<file path="src/rps_map.svh">
// ------------------------------------------------------------
// Waveform playback sequencer constants
// ------------------------------------------------------------
`ifndef RPS_MAP_SVH
`define RPS_MAP_SVH

`define RPS_ADDR_W        10
`define RPS_RATE_W        16
`define RPS_NPROF         8
`define RPS_SWEEP_PULSE   2
// Register offsets (byte addresses).
`define RPS_OFF_CTRL      8'h00
`define RPS_OFF_STAT      8'h04
`define RPS_OFF_PROF      8'h40
`define RPS_OFF_PROF_END  8'hc0
// Per-profile word index within a profile slot.
`define RPS_PW_START      2'h0
`define RPS_PW_END        2'h1
`define RPS_PW_RATE       2'h2
`define RPS_PW_CFG        2'h3
// Control word one fields.
`define RPS_CTRL_CODE_LSB 17
`define RPS_CTRL_DEST_LSB 0
`define RPS_CODE_OFF      4'h0
`define RPS_CODE_INVALID  4'hf
// Profile config fields.
`define RPS_CFG_NODWELL   2
// Mode codes.
`define RPS_MODE_OFF      2'h0
`define RPS_MODE_BIDIR    2'h1
`define RPS_MODE_CBIDIR   2'h2
`define RPS_MODE_RECIRC   2'h3
`endif

</file>
<file path="src/rps_pkg.sv">
`include "rps_map.svh"

package rps_pkg;
  // Playback mode held per profile.
  typedef enum logic [1:0] {
    RPS_OFF    = `RPS_MODE_OFF,
    RPS_BIDIR  = `RPS_MODE_BIDIR,
    RPS_CBIDIR = `RPS_MODE_CBIDIR,
    RPS_RECIRC = `RPS_MODE_RECIRC
  } rps_mode_t;

  // Sequencer states, one-hot.
  typedef enum logic [4:0] {
    S_IDLE = 5'h01,
    S_RUN  = 5'h02,
    S_END  = 5'h04,
    S_HOLD = 5'h08,
    S_HALT = 5'h10
  } rps_state_t;

  // Playback destination.
  typedef enum logic [1:0] {
    DST_FREQ  = 2'h0,
    DST_PHASE = 2'h1,
    DST_AMP   = 2'h2,
    DST_POLAR = 2'h3
  } rps_dest_t;
endpackage

</file>
<file path="src/rps_tmr_if.sv">
`timescale 1ns/10ps

// Link between the sequencer and its step timer.
interface rps_tmr_if #(parameter int RATE_W = 16);
  logic              reload;
  logic [RATE_W-1:0] rate;
  logic              expire;

  modport ctl (output reload, output rate, input expire);
  modport tmr (input reload, input rate, output expire);
endinterface
</file>
<file path="src/rps_sequencer.sv">
// Decided for this implementation: the strobed register port and the placing of the registers.
`timescale 1ns/10ps

// ------------------------------------------------------------
// Waveform memory playback address sequencer
// ------------------------------------------------------------
module rps_sequencer
  import rps_pkg::*;
#(
  parameter int ADDR_W = `RPS_ADDR_W,
  parameter int RATE_W = `RPS_RATE_W
) (
  // Clock and reset
  input  wire logic              clk_sys,
  input  wire logic              nrst,
  // Register port
  input  wire logic [7:0]        regAddr,
  input  wire logic [31:0]       regWdata,
  input  wire logic              regWr,
  input  wire logic              regRd,
  output logic      [31:0]       regRdata,
  // Controller pins
  input  wire logic              ioUpdate,
  input  wire logic [2:0]        selectPinGroup,
  output logic                   sweepStatusPin,
  // Waveform memory
  output logic      [ADDR_W-1:0] ramAddr,
  input  wire logic [31:0]       ramData,
  // Synthesizer parameters
  output logic      [31:0]       freqWord,
  output logic      [15:0]       phaseWord,
  output logic      [13:0]       ampWord
);
  localparam int NP = `RPS_NPROF;

  if (ADDR_W < 2 || ADDR_W > 16 || RATE_W < 1 || RATE_W > 32)
    $error("rps_sequencer: ADDR_W must be 2..16 and RATE_W 1..32");

  // ------------------------------------------------------------
  // Programming buffers and active copies
  // ------------------------------------------------------------
  logic [31:0]       shCtrl;
  logic [ADDR_W-1:0] shStart [NP];
  logic [ADDR_W-1:0] shEnd   [NP];
  logic [RATE_W-1:0] shRate  [NP];
  logic [2:0]        shCfg   [NP];
  logic [3:0]        acCode;
  rps_dest_t         acDest;
  logic [ADDR_W-1:0] acStart [NP];
  logic [ADDR_W-1:0] acEnd   [NP];
  logic [RATE_W-1:0] acRate  [NP];
  logic [2:0]        acCfg   [NP];

  logic       profHit;
  logic [2:0] profIdx;
  logic [1:0] profWord;
  logic [7:0] profOff;

  assign profHit  = regAddr >= `RPS_OFF_PROF && regAddr < `RPS_OFF_PROF_END;
  assign profOff  = regAddr - `RPS_OFF_PROF;
  assign profIdx  = profOff[6:4];
  assign profWord = profOff[3:2];

  // Software writes land in the buffers; nothing acts on them until a transfer.
  always_ff @(posedge clk_sys or negedge nrst)
  begin
    if (!nrst)
    begin
      shCtrl <= '0;
      for (int i = 0; i < NP; i++)
      begin
        shStart[i] <= '0;
        shEnd[i]   <= '0;
        shRate[i]  <= '0;
        shCfg[i]   <= '0;
      end
    end
    else if (regWr && regAddr == `RPS_OFF_CTRL)
      shCtrl <= regWdata;
    else if (regWr && profHit)
    begin
      case (profWord)
        `RPS_PW_START: shStart[profIdx] <= regWdata[ADDR_W-1:0];
        `RPS_PW_END:   shEnd[profIdx]   <= regWdata[ADDR_W-1:0];
        `RPS_PW_RATE:  shRate[profIdx]  <= regWdata[RATE_W-1:0];
        default:       shCfg[profIdx]   <= regWdata[2:0];
      endcase
    end
  end

  // The transfer strobe copies every buffer into the working set at once.
  always_ff @(posedge clk_sys or negedge nrst)
  begin
    if (!nrst)
    begin
      acCode <= `RPS_CODE_OFF;
      acDest <= DST_FREQ;
      for (int i = 0; i < NP; i++)
      begin
        acStart[i] <= '0;
        acEnd[i]   <= '0;
        acRate[i]  <= '0;
        acCfg[i]   <= '0;
      end
    end
    else if (ioUpdate)
    begin
      acCode <= shCtrl[`RPS_CTRL_CODE_LSB +: 4];
      acDest <= rps_dest_t'(shCtrl[`RPS_CTRL_DEST_LSB +: 2]);
      for (int i = 0; i < NP; i++)
      begin
        acStart[i] <= shStart[i];
        acEnd[i]   <= shEnd[i];
        acRate[i]  <= shRate[i];
        acCfg[i]   <= shCfg[i];
      end
    end
  end

  // ------------------------------------------------------------
  // Start conditions
  // ------------------------------------------------------------
  rps_state_t state;
  rps_state_t next_state;
  rps_mode_t  curMode;
  logic [2:0] curProf;
  logic [2:0] next_prof;
  logic       dirUp;
  logic       next_dirUp;
  logic [ADDR_W-1:0] next_addr;
  logic [2:0] prevPins;
  logic       updPend;
  logic       intActive;
  logic       intCont;
  logic [2:0] lastProf;
  logic       pinChange;
  logic       startReq;
  rps_mode_t  selMode;
  logic [2:0] paramProf;
  logic [2:0] loadProf;
  logic [ADDR_W-1:0] startA;
  logic [ADDR_W-1:0] endA;
  logic       pin0;
  logic       pin0Rise;
  logic       swpSet;
  logic       swpClr;
  logic       swpPulse;

  rps_tmr_if #(.RATE_W(RATE_W)) tio ();

  rps_step_timer #(.RATE_W(RATE_W)) u_timer (
    .clk_sys (clk_sys),
    .nrst    (nrst),
    .tio     (tio)
  );

  // Invalid code all-ones behaves as if internal control were off.
  assign intActive = acCode != `RPS_CODE_OFF && acCode != `RPS_CODE_INVALID;
  assign intCont   = acCode[3];
  assign lastProf  = intCont ? acCode[2:0] + 3'h1 : acCode[2:0];
  assign pin0      = selectPinGroup[0];
  assign pin0Rise  = pin0 && !prevPins[0];
  // Only the mode bits are looked at, so a set no-dwell bit changes nothing.
  assign selMode   = rps_mode_t'(acCfg[selectPinGroup][1:0]);
  // Bidirectional mode reads its range only from profile 0.
  assign paramProf = (intActive || selMode == RPS_BIDIR) ? 3'h0 : selectPinGroup;
  assign startA    = acStart[curProf];
  assign endA      = acEnd[curProf];

  // A bidirectional profile locks out the pins as profile selectors; internal
  // cycling ignores them entirely, so only the other modes restart on a change.
  assign pinChange = selectPinGroup != prevPins;
  assign startReq  = updPend || (pinChange && !intActive && curMode != RPS_BIDIR);

  // The transfer is acted on one clock later so the working set is settled.
  always_ff @(posedge clk_sys or negedge nrst)
  begin
    if (!nrst)
    begin
      updPend  <= 1'b0;
      prevPins <= '0;
    end
    else
    begin
      updPend  <= ioUpdate;
      prevPins <= selectPinGroup;
    end
  end

  // ------------------------------------------------------------
  // Sequencing decisions
  // ------------------------------------------------------------
  // The no-dwell bit is never consulted: none of these modes honour it.
  always_comb
  begin
    next_state = state;
    next_addr  = ramAddr;
    next_dirUp = dirUp;
    next_prof  = curProf;
    loadProf   = curProf;
    tio.reload = 1'b0;
    swpSet     = 1'b0;
    swpClr     = 1'b0;
    swpPulse   = 1'b0;
    if (startReq)
    begin
      loadProf   = paramProf;
      next_prof  = paramProf;
      next_addr  = acStart[paramProf];
      next_dirUp = 1'b1;
      tio.reload = 1'b1;
      swpClr     = 1'b1;
      if (intActive)
        next_state = S_RUN;
      else if (selMode == RPS_BIDIR)
        next_state = S_HOLD;
      else if (selMode == RPS_OFF)
        next_state = S_IDLE;
      else
        next_state = S_RUN;
    end
    else
    begin
      case (state)
        S_RUN:
          if (curMode == RPS_BIDIR && dirUp != pin0)
          begin
            next_dirUp = pin0;
            tio.reload = 1'b1;
          end
          else if (tio.expire && dirUp)
          begin
            next_addr = ramAddr + 1'b1;
            if (next_addr == endA)
            begin
              if (intActive || curMode == RPS_RECIRC)
              begin
                swpPulse   = 1'b1;
                next_state = S_END;
              end
              else if (curMode == RPS_CBIDIR)
              begin
                swpSet     = 1'b1;
                next_dirUp = 1'b0;
              end
              else
              begin
                swpSet     = 1'b1;
                next_state = S_HOLD;
              end
            end
          end
          else if (tio.expire)
          begin
            next_addr = ramAddr - 1'b1;
            if (next_addr == startA)
            begin
              if (curMode == RPS_CBIDIR)
              begin
                swpClr     = 1'b1;
                next_dirUp = 1'b1;
              end
              else
                next_state = S_HOLD;
            end
          end
        S_END:
          if (tio.expire && intActive)
          begin
            if (curProf == lastProf && !intCont)
              next_state = S_HALT;
            else
            begin
              loadProf   = (curProf == lastProf) ? 3'h0 : curProf + 3'h1;
              next_prof  = loadProf;
              next_addr  = acStart[loadProf];
              tio.reload = 1'b1;
              next_state = S_RUN;
            end
          end
          else if (tio.expire)
          begin
            next_addr  = startA;
            next_state = S_RUN;
          end
        S_HOLD:
          if (ramAddr == endA && dirUp && !pin0)
          begin
            next_dirUp = 1'b0;
            tio.reload = 1'b1;
            next_state = S_RUN;
          end
          else if (ramAddr == startA && pin0)
          begin
            swpClr     = pin0Rise;
            next_dirUp = 1'b1;
            tio.reload = 1'b1;
            next_state = S_RUN;
          end
        default: next_state = state;
      endcase
    end
    tio.rate = acRate[loadProf];
  end

  // ------------------------------------------------------------
  // Sequencer state
  // ------------------------------------------------------------
  always_ff @(posedge clk_sys or negedge nrst)
  begin
    if (!nrst)
    begin
      state   <= S_IDLE;
      ramAddr <= '0;
      dirUp   <= 1'b1;
      curProf <= '0;
      curMode <= RPS_OFF;
    end
    else
    begin
      state   <= next_state;
      ramAddr <= next_addr;
      dirUp   <= next_dirUp;
      curProf <= next_prof;
      if (startReq)
        curMode <= intActive ? RPS_RECIRC : selMode;
    end
  end

  // ------------------------------------------------------------
  // Sweep status pin
  // ------------------------------------------------------------
  logic [1:0] swpCnt;
  logic       swpPulseMode;

  // A pulse holds the pin for a fixed count; a level holds it until cleared.
  always_ff @(posedge clk_sys or negedge nrst)
  begin
    if (!nrst)
    begin
      sweepStatusPin <= 1'b0;
      swpCnt         <= '0;
      swpPulseMode   <= 1'b0;
    end
    else if (swpClr)
    begin
      sweepStatusPin <= 1'b0;
      swpCnt         <= '0;
      swpPulseMode   <= 1'b0;
    end
    else if (swpSet)
      sweepStatusPin <= 1'b1;
    else if (swpPulse)
    begin
      sweepStatusPin <= 1'b1;
      swpCnt         <= 2'(`RPS_SWEEP_PULSE - 1);
      swpPulseMode   <= 1'b1;
    end
    else if (swpCnt != '0)
      swpCnt <= swpCnt - 1'b1;
    else if (swpPulseMode)
    begin
      sweepStatusPin <= 1'b0;
      swpPulseMode   <= 1'b0;
    end
  end

  // ------------------------------------------------------------
  // Destination routing and register reads
  // ------------------------------------------------------------
  // Each word read from memory lands only in the chosen parameter fields.
  always_ff @(posedge clk_sys or negedge nrst)
  begin
    if (!nrst)
    begin
      freqWord  <= '0;
      phaseWord <= '0;
      ampWord   <= '0;
    end
    else
    begin
      case (acDest)
        DST_FREQ:  freqWord  <= ramData;
        DST_PHASE: phaseWord <= ramData[31:16];
        DST_AMP:   ampWord   <= ramData[31:18];
        DST_POLAR:
        begin
          phaseWord <= ramData[31:16];
          ampWord   <= ramData[15:2];
        end
        default: freqWord <= freqWord;
      endcase
    end
  end

  // Control and profile reads return the buffers, so software sees what it wrote before a transfer; status reads return live state.
  always_ff @(posedge clk_sys or negedge nrst)
  begin
    if (!nrst)
      regRdata <= '0;
    else if (!regRd)
      regRdata <= '0;
    else if (regAddr == `RPS_OFF_CTRL)
      regRdata <= shCtrl;
    else if (regAddr == `RPS_OFF_STAT)
      regRdata <= {sweepStatusPin, 2'h0, state, 1'b0, curProf, dirUp, curMode, 1'b0,
                   16'(ramAddr)};
    else if (profHit)
    begin
      case (profWord)
        `RPS_PW_START: regRdata <= 32'(shStart[profIdx]);
        `RPS_PW_END:   regRdata <= 32'(shEnd[profIdx]);
        `RPS_PW_RATE:  regRdata <= 32'(shRate[profIdx]);
        default:       regRdata <= 32'(shCfg[profIdx]);
      endcase
    end
    else
      regRdata <= '0;
  end
endmodule

</file>
<file path="src/rps_step_timer.sv">
`timescale 1ns/10ps

// ------------------------------------------------------------
// Step timer: one expire pulse every rate clocks
// ------------------------------------------------------------
module rps_step_timer #(
  parameter int RATE_W = 16
) (
  // Clock and reset
  input wire logic clk_sys,
  input wire logic nrst,
  // Control
  rps_tmr_if.tmr   tio
);
  logic [RATE_W-1:0] count;
  logic [RATE_W-1:0] period;
  logic              expireQ;

  if (RATE_W < 1) $error("rps_step_timer: RATE_W must be at least 1");

  assign tio.expire = expireQ;

  // A rate of zero runs at one step per clock rather than stalling forever.
  always_ff @(posedge clk_sys or negedge nrst)
  begin
    if (!nrst)
    begin
      count   <= '0;
      period  <= '0;
      expireQ <= 1'b0;
    end
    else if (tio.reload)
    begin
      period  <= (tio.rate == '0) ? '0 : tio.rate - 1'b1;
      count   <= (tio.rate == '0) ? '0 : tio.rate - 1'b1;
      expireQ <= 1'b0;
    end
    else if (count == '0)
    begin
      count   <= period;
      expireQ <= 1'b1;
    end
    else
    begin
      count   <= count - 1'b1;
      expireQ <= 1'b0;
    end
  end
endmodule

</file>
<file path="config.mk">
export PLATFORM = sky130hd
export DESIGN_NAME = rps_sequencer
export DESIGN_NICKNAME = d
export VERILOG_FILES = /design/src/rps_pkg.sv /design/src/rps_tmr_if.sv /design/src/rps_sequencer.sv /design/src/rps_step_timer.sv
export VERILOG_INCLUDE_DIRS = /design/src /design/src/src
export SDC_FILE = /design/constraint.sdc
export NUM_CORES = 1
export LEC_CHECK = 0
export BUFFER_PORTS_ARGS = -buffer_cell sky130_fd_sc_hd__buf_2
export CAP_MARGIN = 20
export CORE_MARGIN = 5
export CORE_UTILIZATION = 40
export CTS_CLUSTER_SIZE = 28
export DETAILED_ROUTE_END_ITERATION = 10
export PLACE_DENSITY_LB_ADDON = 0.08
export RECOVER_POWER = 100
export SKIP_CTS_REPAIR_TIMING = 1
export SLEW_MARGIN = 20
export SYNTH_ARGS = -nofsm -noshare
export SYNTH_HDL_FRONTEND = slang
export SYNTH_SLANG_ARGS = --single-unit
</file>
<file path="constraint.sdc">
create_clock -name clk_sys -period 3.8 [get_ports clk_sys]
set_input_delay 0.38 -clock clk_sys [delete_from_list [all_inputs] [get_ports clk_sys]]
set_output_delay 0.38 -clock clk_sys [all_outputs]
set_load 0.01 [all_outputs]
</file>
---- Yosys cells after proc, flatten, opt, wreduce, memory -nomap -nowiden ----
Cells that the tools add are included.
cells by class
  $lt $le $gt $ge ......................... 9
  bitwise logic cells ..................... 8
  eq/ne operators ......................... 37
  muxes and demuxes ....................... 137
  reductions and logical operators ........ 48
  add/sub/neg operators ................... 8
operators with widths
  cell                                                       count
  two-way mux 10 bit                                         20
  binary-select mux 10 bit (select 3 bit)                    6
  bitwise mux 80 bit                                         2
  bitwise mux 128 bit                                        1
  two-way mux 16 bit                                         8
  two-way mux 32 bit                                         4
  binary-select mux 16 bit (select 3 bit)                    2
  two-way mux 5 bit                                          13
  demux 16 bit (select 3 bit)                                1
  two-way mux 1 bit                                          48
  case mux 16 bit (3 select lines)                           1
  == test 10 bit                                             4
  zero test 16 bit                                           2
  subtractor 16 x 1 -> 16 bit (second input constant)        2
  demux 10 bit (select 3 bit)                                1
  two-way mux 3 bit                                          10
  inequality test 4 bit (second input constant)              7
  case mux 14 bit (2 select lines)                           1
  bitwise mux 24 bit                                         1
  greater-or-equal comparator 4 bit (second input constant)  6
  NOT 3 -> 4 bit                                             6
  case mux 10 bit (2 select lines)                           1
  binary-select mux 3 bit (select 3 bit)                     2
  two-way mux 2 bit                                          8
  other kinds (42)                                           90
storage, ports and cells
  register bits ........................... 818
  input port bits ......................... 80

---- Longest topological paths before layout ----
  word-level depth ........................ 15
  gate-level depth with buffers ........... 19
  depth with buffers taken out ............ 15

---- Hierarchy ----
Synthesis repeated with hierarchy kept, for this count alone.
second synthesis, totals
  cells, all modules ...................... 3031
  area total of the unflattened synthesis .. 38677.1 um2
by module, submodules not included
  module          seq. area each (um2)  instances  area an instance (um2)  cells each
  rps_sequencer   19446.2               1          36409.9                 2795
  rps_step_timer  825.8                 1          2267.2                  236

---- Worst setup path before layout ----
Ideal clock, no wire load.
  path type ............................... reg2reg
  start ................................... reg acCode[1]
  end ..................................... reg u_timer.count[14]
  setup time .............................. 0.143 ns
  clock period less this slack ............ 4.165 ns
  buffers on the path ..................... 1
  cell stages (with the launch flop) ...... 17
  slack ................................... -0.365 ns
  data arrival time ....................... 4.022 ns
  path through ............................ dfrtp_1 -> inv_1 -> ha_1 -> nand2b_1 -> mux4_2 -> o2111a_1 -> a211oi_4 -> buf_2 -> mux2i_1 -> mux2i_1 -> mux2i_1 -> ha_1 -> inv_1 -> nor4_2 -> a21o_1 -> nand3_1 -> a21boi_0
between the ends
  word-level cells in the longest chain between the ends .. 15
  elaborated cells between the ends (all ways) .. 31
RTL lines
  element                                                                 line                                        text
  from (decl)                                                             rps_sequencer.sv:47                         logic [3:0] acCode;
  from (signal assigned)                                                  rps_sequencer.sv:96                         acCode <= `RPS_CODE_OFF;
  from (signal assigned)                                                  rps_sequencer.sv:108                        acCode <= shCtrl[`RPS_CTRL_CODE_LSB +: 4];
  adder 3 x 1 -> 3 bit                                                    rps_sequencer.sv:160                        assign lastProf = intCont ? acCode[2:0] + 3'h1 : acCode[2:0];
  two-way mux 3 bit                                                       rps_sequencer.sv:160
  == test 3 bit                                                           rps_sequencer.sv:270, rps_sequencer.sv:274
  two-way mux 3 bit / logical AND 1 bit (equally long branches)           rps_sequencer.sv:274, rps_sequencer.sv:270
  two-way mux 3 bit (2 in series)                                         -
  two-way mux 3 bit                                                       rps_sequencer.sv:224                        case (state)
  two-way mux 3 bit                                                       -
  NOT 3 -> 4 bit (implied by the code)                                    rps_sequencer.sv:303                        tio.rate = acRate[loadProf];
  binary-select mux 16 bit (select 3 bit)                                 rps_sequencer.sv:303
  two-way mux 16 bit (implied by the code) (2 in series)                  rps_sequencer.sv:303
  subtractor 16 x 1 -> 16 bit / zero test 16 bit (equally long branches)  rps_step_timer.sv:35                        count <= (tio.rate == '0) ? '0 : tio.rate - 1'b1;
  two-way mux 16 bit                                                      rps_step_timer.sv:35
  two-way mux 16 bit (*)                                                  rps_step_timer.sv:32                        else if (tio.reload)
  to (signal assigned)                                                    rps_step_timer.sv:35
  to (signal assigned)                                                    rps_step_timer.sv:40                        count <= period;
  to (signal assigned)                                                    rps_step_timer.sv:45                        count <= count - 1'b1;
  to (decl)                                                               rps_step_timer.sv:15                        logic [RATE_W-1:0] count;
Mark *: on every way between the ends. The rest lies on a longest branch, timed or not. The select of a mux whose other input is x is not followed.
A chain may end at the register's enable or synchronous reset.

---- Worst setup path after layout ----
  start ................................... reg acCode[0]
  end ..................................... reg u_timer.count[11]
The elaborated chain is that of the path after synthesis.

==> metrics.md <==
| Metric | Value |
|---|---|
| Reg power frac | 37.2% |
| # IOs | 185 |
| Setup WS pre-CTS | -0.463 ns |
| Proportion of layout cells with a drive suffix above 1 | 42.8% |
| Worst vdd ir | 0.436 mV |
| Antenna violations before repair | 6 |
| Final core occ | 49.2% |
| Fin. Hold Viols | 0 |
| Via count | 28,200 |
| Mapped Nets | 3,166 |
| PD cells | 650 nW/um2 |
| Switching Fraction | 33.9% |
| Top cell family by delay on the critical path | buffers and inverters |
| First-pass GRT wire length | 193 mm |
| Total of max-cap violations | 0 |
| Combinational Power Share | 35.0% |
| Sink Count | 810 |
| Outcome | finished with violations |
| Avg Inst Size Synth | 12.6 um2 |
| Worst-path fanout max | 6 |
| Final setup violation count | 32 |
| CP startpoint kind | register |
| PnR worst setup slack | -0.359 ns |
| IO Port Bufs | 184 |
| Worst slew pin tran | 0.983 ns |
| F_max | 240 MHz |
| Post-Synthesis Cell Area | 38,800 um2 |
| Starting Density | 40.2% |
| Vias per cell | 5.76 |
| Worst hold-check path type | primary input to register |
| Worst-case clock buffer depth | 3 |
| Crit path time final | 4.16 ns |
| Worst-path clk slew | 0.06 ns |
| Pins Over Slew Limit | 0 |
| Remaining Overflow, GRT | 0 |
| Clk_lat worst skew | 0.65 ns |
| Slowest stage delay, CP | 0.54 ns |
| Filler cells | 8,563 |
| CTS tree | yes |
| Synth unique cells | 80 |
| Die area | 103,000 um2 |
| Setup Crit Path Kind | register to register |
| Initial DRC count | 2,331 |
| GP Congestion | 0.874 |
| DRC | 0 |
| Yosys warnings | 0 |
| Clk root buf | clkbuf_16 |
| Final Skew | 0.0186 ns |
| Syn-to-layout area delta | 22.4% |
| Dpl hpwl | 90.3 mm |
| Nets | 3,639 |
| Multi-input logic area | 17,900 um2 |
| Pint | 0.0204 W |
| WP buf/inv | 8 |
| RSZ-0062 raised after global routing | yes |
| Hold slack | 0.0163 ns |
| Rel. slew slack | 34.5% |
| GR Util All Layers | 24.6% |
| Post-synth top flop | dfrtp_1 |
| H-tree levels | 3 |
| Largest net degree at the start of global routing | 90 |
| Die span in y | 321 um |
| Cts bufs inserted | 90 |
| CP Cell Sequence | buf_6, xor2_2, buf_6, mux4_2, o2111a_1, a211oi_4, buf_12, buf_12, buf_12, mux2i_2, mux2i_1, mux2i_2, buf_4, nand4_4, buf_4, nor4_4, buf_4, nand2_1, xnor2_2, o22ai_2 |
| Period utilization | 109% |
| Worst Path Arrival | 4.66 ns |
| #FFs+latches synth | 810 |
| Ys async rst share | 100% |
| Failing checks | setup timing |
| Number of global-route vias before repair | 29,000 |
| CP max-delay cell | mux4_2 |
| Core area | 96,400 um2 |
| Total power | 0.0308 W |
| DRT Wirelength | 130 mm |
| Data required time of the worst path | 4.30 ns |
| Core Rows | 114 |
| DRT antenna net count | 0 |
| Clock share of power | 27.8% |
| Nature of the critical path endpoint | register |
| Syn Inst Count | 3,074 |
| Reg area | 20,300 um2 |
| Detailed Routing Iterations Pass 1 | 5 |
| Routed length per instance | 26.7 um |
| Die width | 321 um |
| Sequential-to-total area share from yosys stat | 52.3% |
| EDFF count, synth | 0 |
| NetSw | 0.0104 W |
| Static leakage | 22.2 nW |
synthesized netlist by cell type (all sizes together), types with 7 or more instances:
cell type / number / area, um2
nor4: 9 / 83.8
nand2b: 16 / 100
or4: 7 / 52.6
mux2: 715 / 8050
o211ai: 15 / 118
nor3b: 11 / 82.6
o22ai: 18 / 113
and2: 15 / 93.8
o21ai: 95 / 475
a31oi: 28 / 175
nand3: 41 / 205
nor2b: 9 / 56.3
a21oi: 77 / 385
xor2: 29 / 254
nor3: 36 / 180
ha: 12 / 150
a211oi: 18 / 148
and3: 13 / 81.3
a22o: 42 / 368
a221oi: 25 / 219
buf: 33 / 176
mux4: 37 / 833
xnor2: 40 / 350
inv: 38 / 143
nand4: 28 / 190
o211a: 9 / 90.1
a22oi: 112 / 841
clkbuf: 173 / 649
dfrtp: 808 / 20200
nand2: 139 / 522
mux2i: 177 / 1800
o21a: 8 / 60.1
o221ai: 14 / 123
nor2: 141 / 546
layout by cell type (no fill, tap or decap), types with 15 or more instances in the layout:
cell and n:
dfrtp_1 805, mux2_2 715, buf_4 311, buf_2 181
mux2i_1 165, nand2_1 129, nor2_1 126, a22oi_1 112
clkbuf_16 92, o21ai_0 77, a21oi_1 73, dlygate4sd3_1 47
a22o_1 42, nand3_1 38, mux4_2 37, xnor2_1 36
nor3_1 32, buf_12 32, clkbuf_8 30, inv_1 28
xor2_1 27, nand4_1 27, a31oi_1 27, a221oi_1 24
nand2b_1 16, o22ai_1 16, clkbuf_1 16, o21ai_1 15
flip-flops by register name, indices dropped and copies added (netlist names), 4 cells and up:
name / cells
shStart: 80
u_timer.period: 16
shCfg: 24
shCtrl: 32
acCode: 4
shEnd: 80
u_timer.count: 16
ramAddr: 10
acEnd: 80
state: 5
regRdata: 32
acStart: 80
ampWord: 14
acRate: 128
shRate: 128
freqWord: 32
acCfg: 16
phaseWord: 16
stage by stage:
step | setup TNS, ns | area, um2 | instances
after floorplan | -3.53 | 38900 | 3074
after global placement | -11.82 | 43400 | 4654
after detailed placement | -14.56 | 43400 | 4654
after CTS | -15.76 | 46300 | 4814
after global routing | -15.77 | 47400 | 4892
final | -9.38 | 47400 | 4894
worst paths after layout:
kind	from	to	slack, ns	cells after the start
max	acCode[0]	u_timer.count[11]	-0.36	20
max reg2reg	acCode[0]	u_timer.count[11]	-0.36	20
min	ramData[24]	freqWord[24]	0.02	2
min reg2reg	shCtrl[16]	regRdata[16]	0.48	1
min in group asynchronous	nrst	acStart[60]	0.39	2
max in group asynchronous	nrst	shCfg[19]	2.36	3
kinds of logic (layout without fill, tap and decap cells):
group / count (synthesis) / after routing / synth area share [%]
muxes: 929 / 929 / 27.6
DFF: 810 / 810 / 52.3
AOI/OAI and AO/OA: 517 / 517 / 9.42
and+or+nand+nor: 489 / 489 / 6.12
buffers and inverters: 246 / 787 / 2.52
xor gates and xnor gates: 71 / 71 / 1.68
adders and majority gates: 12 / 12 / 0.387
other: 0 / 3 / 0
power by group through the flow:
stage / logic, W / registers, W / clock network (W)
CTS: 0.00998 / 0.0114 / 0.00877
global route: 0.0116 / 0.0116 / 0.00911
finish: 0.0108 / 0.0115 / 0.00858
floorplan: 0.00588 / 0.0112 / 0
detailed placement: 0.00995 / 0.0116 / 0
global placement: 0.00979 / 0.0115 / 0
layout make-up:
type                       instances  share of cell area, %
sequential                       810                   42.7
timing repair buffer             587                   9.60
inverter                          40                  0.322
multi-input combinational       2018                   37.8
clock inverter                    24                  0.356
antenna                            3                 0.0158
tap                             1276                   3.37
clock buffer                     136                   5.79
metal layers:
layer,wire length [um],GRT usage [%]
met1,61800,36.5
met2,56700,36.7
met3,8740,5.26
met4,3140,6.60
met5,33,0
(Power assumes the default switching activity.)
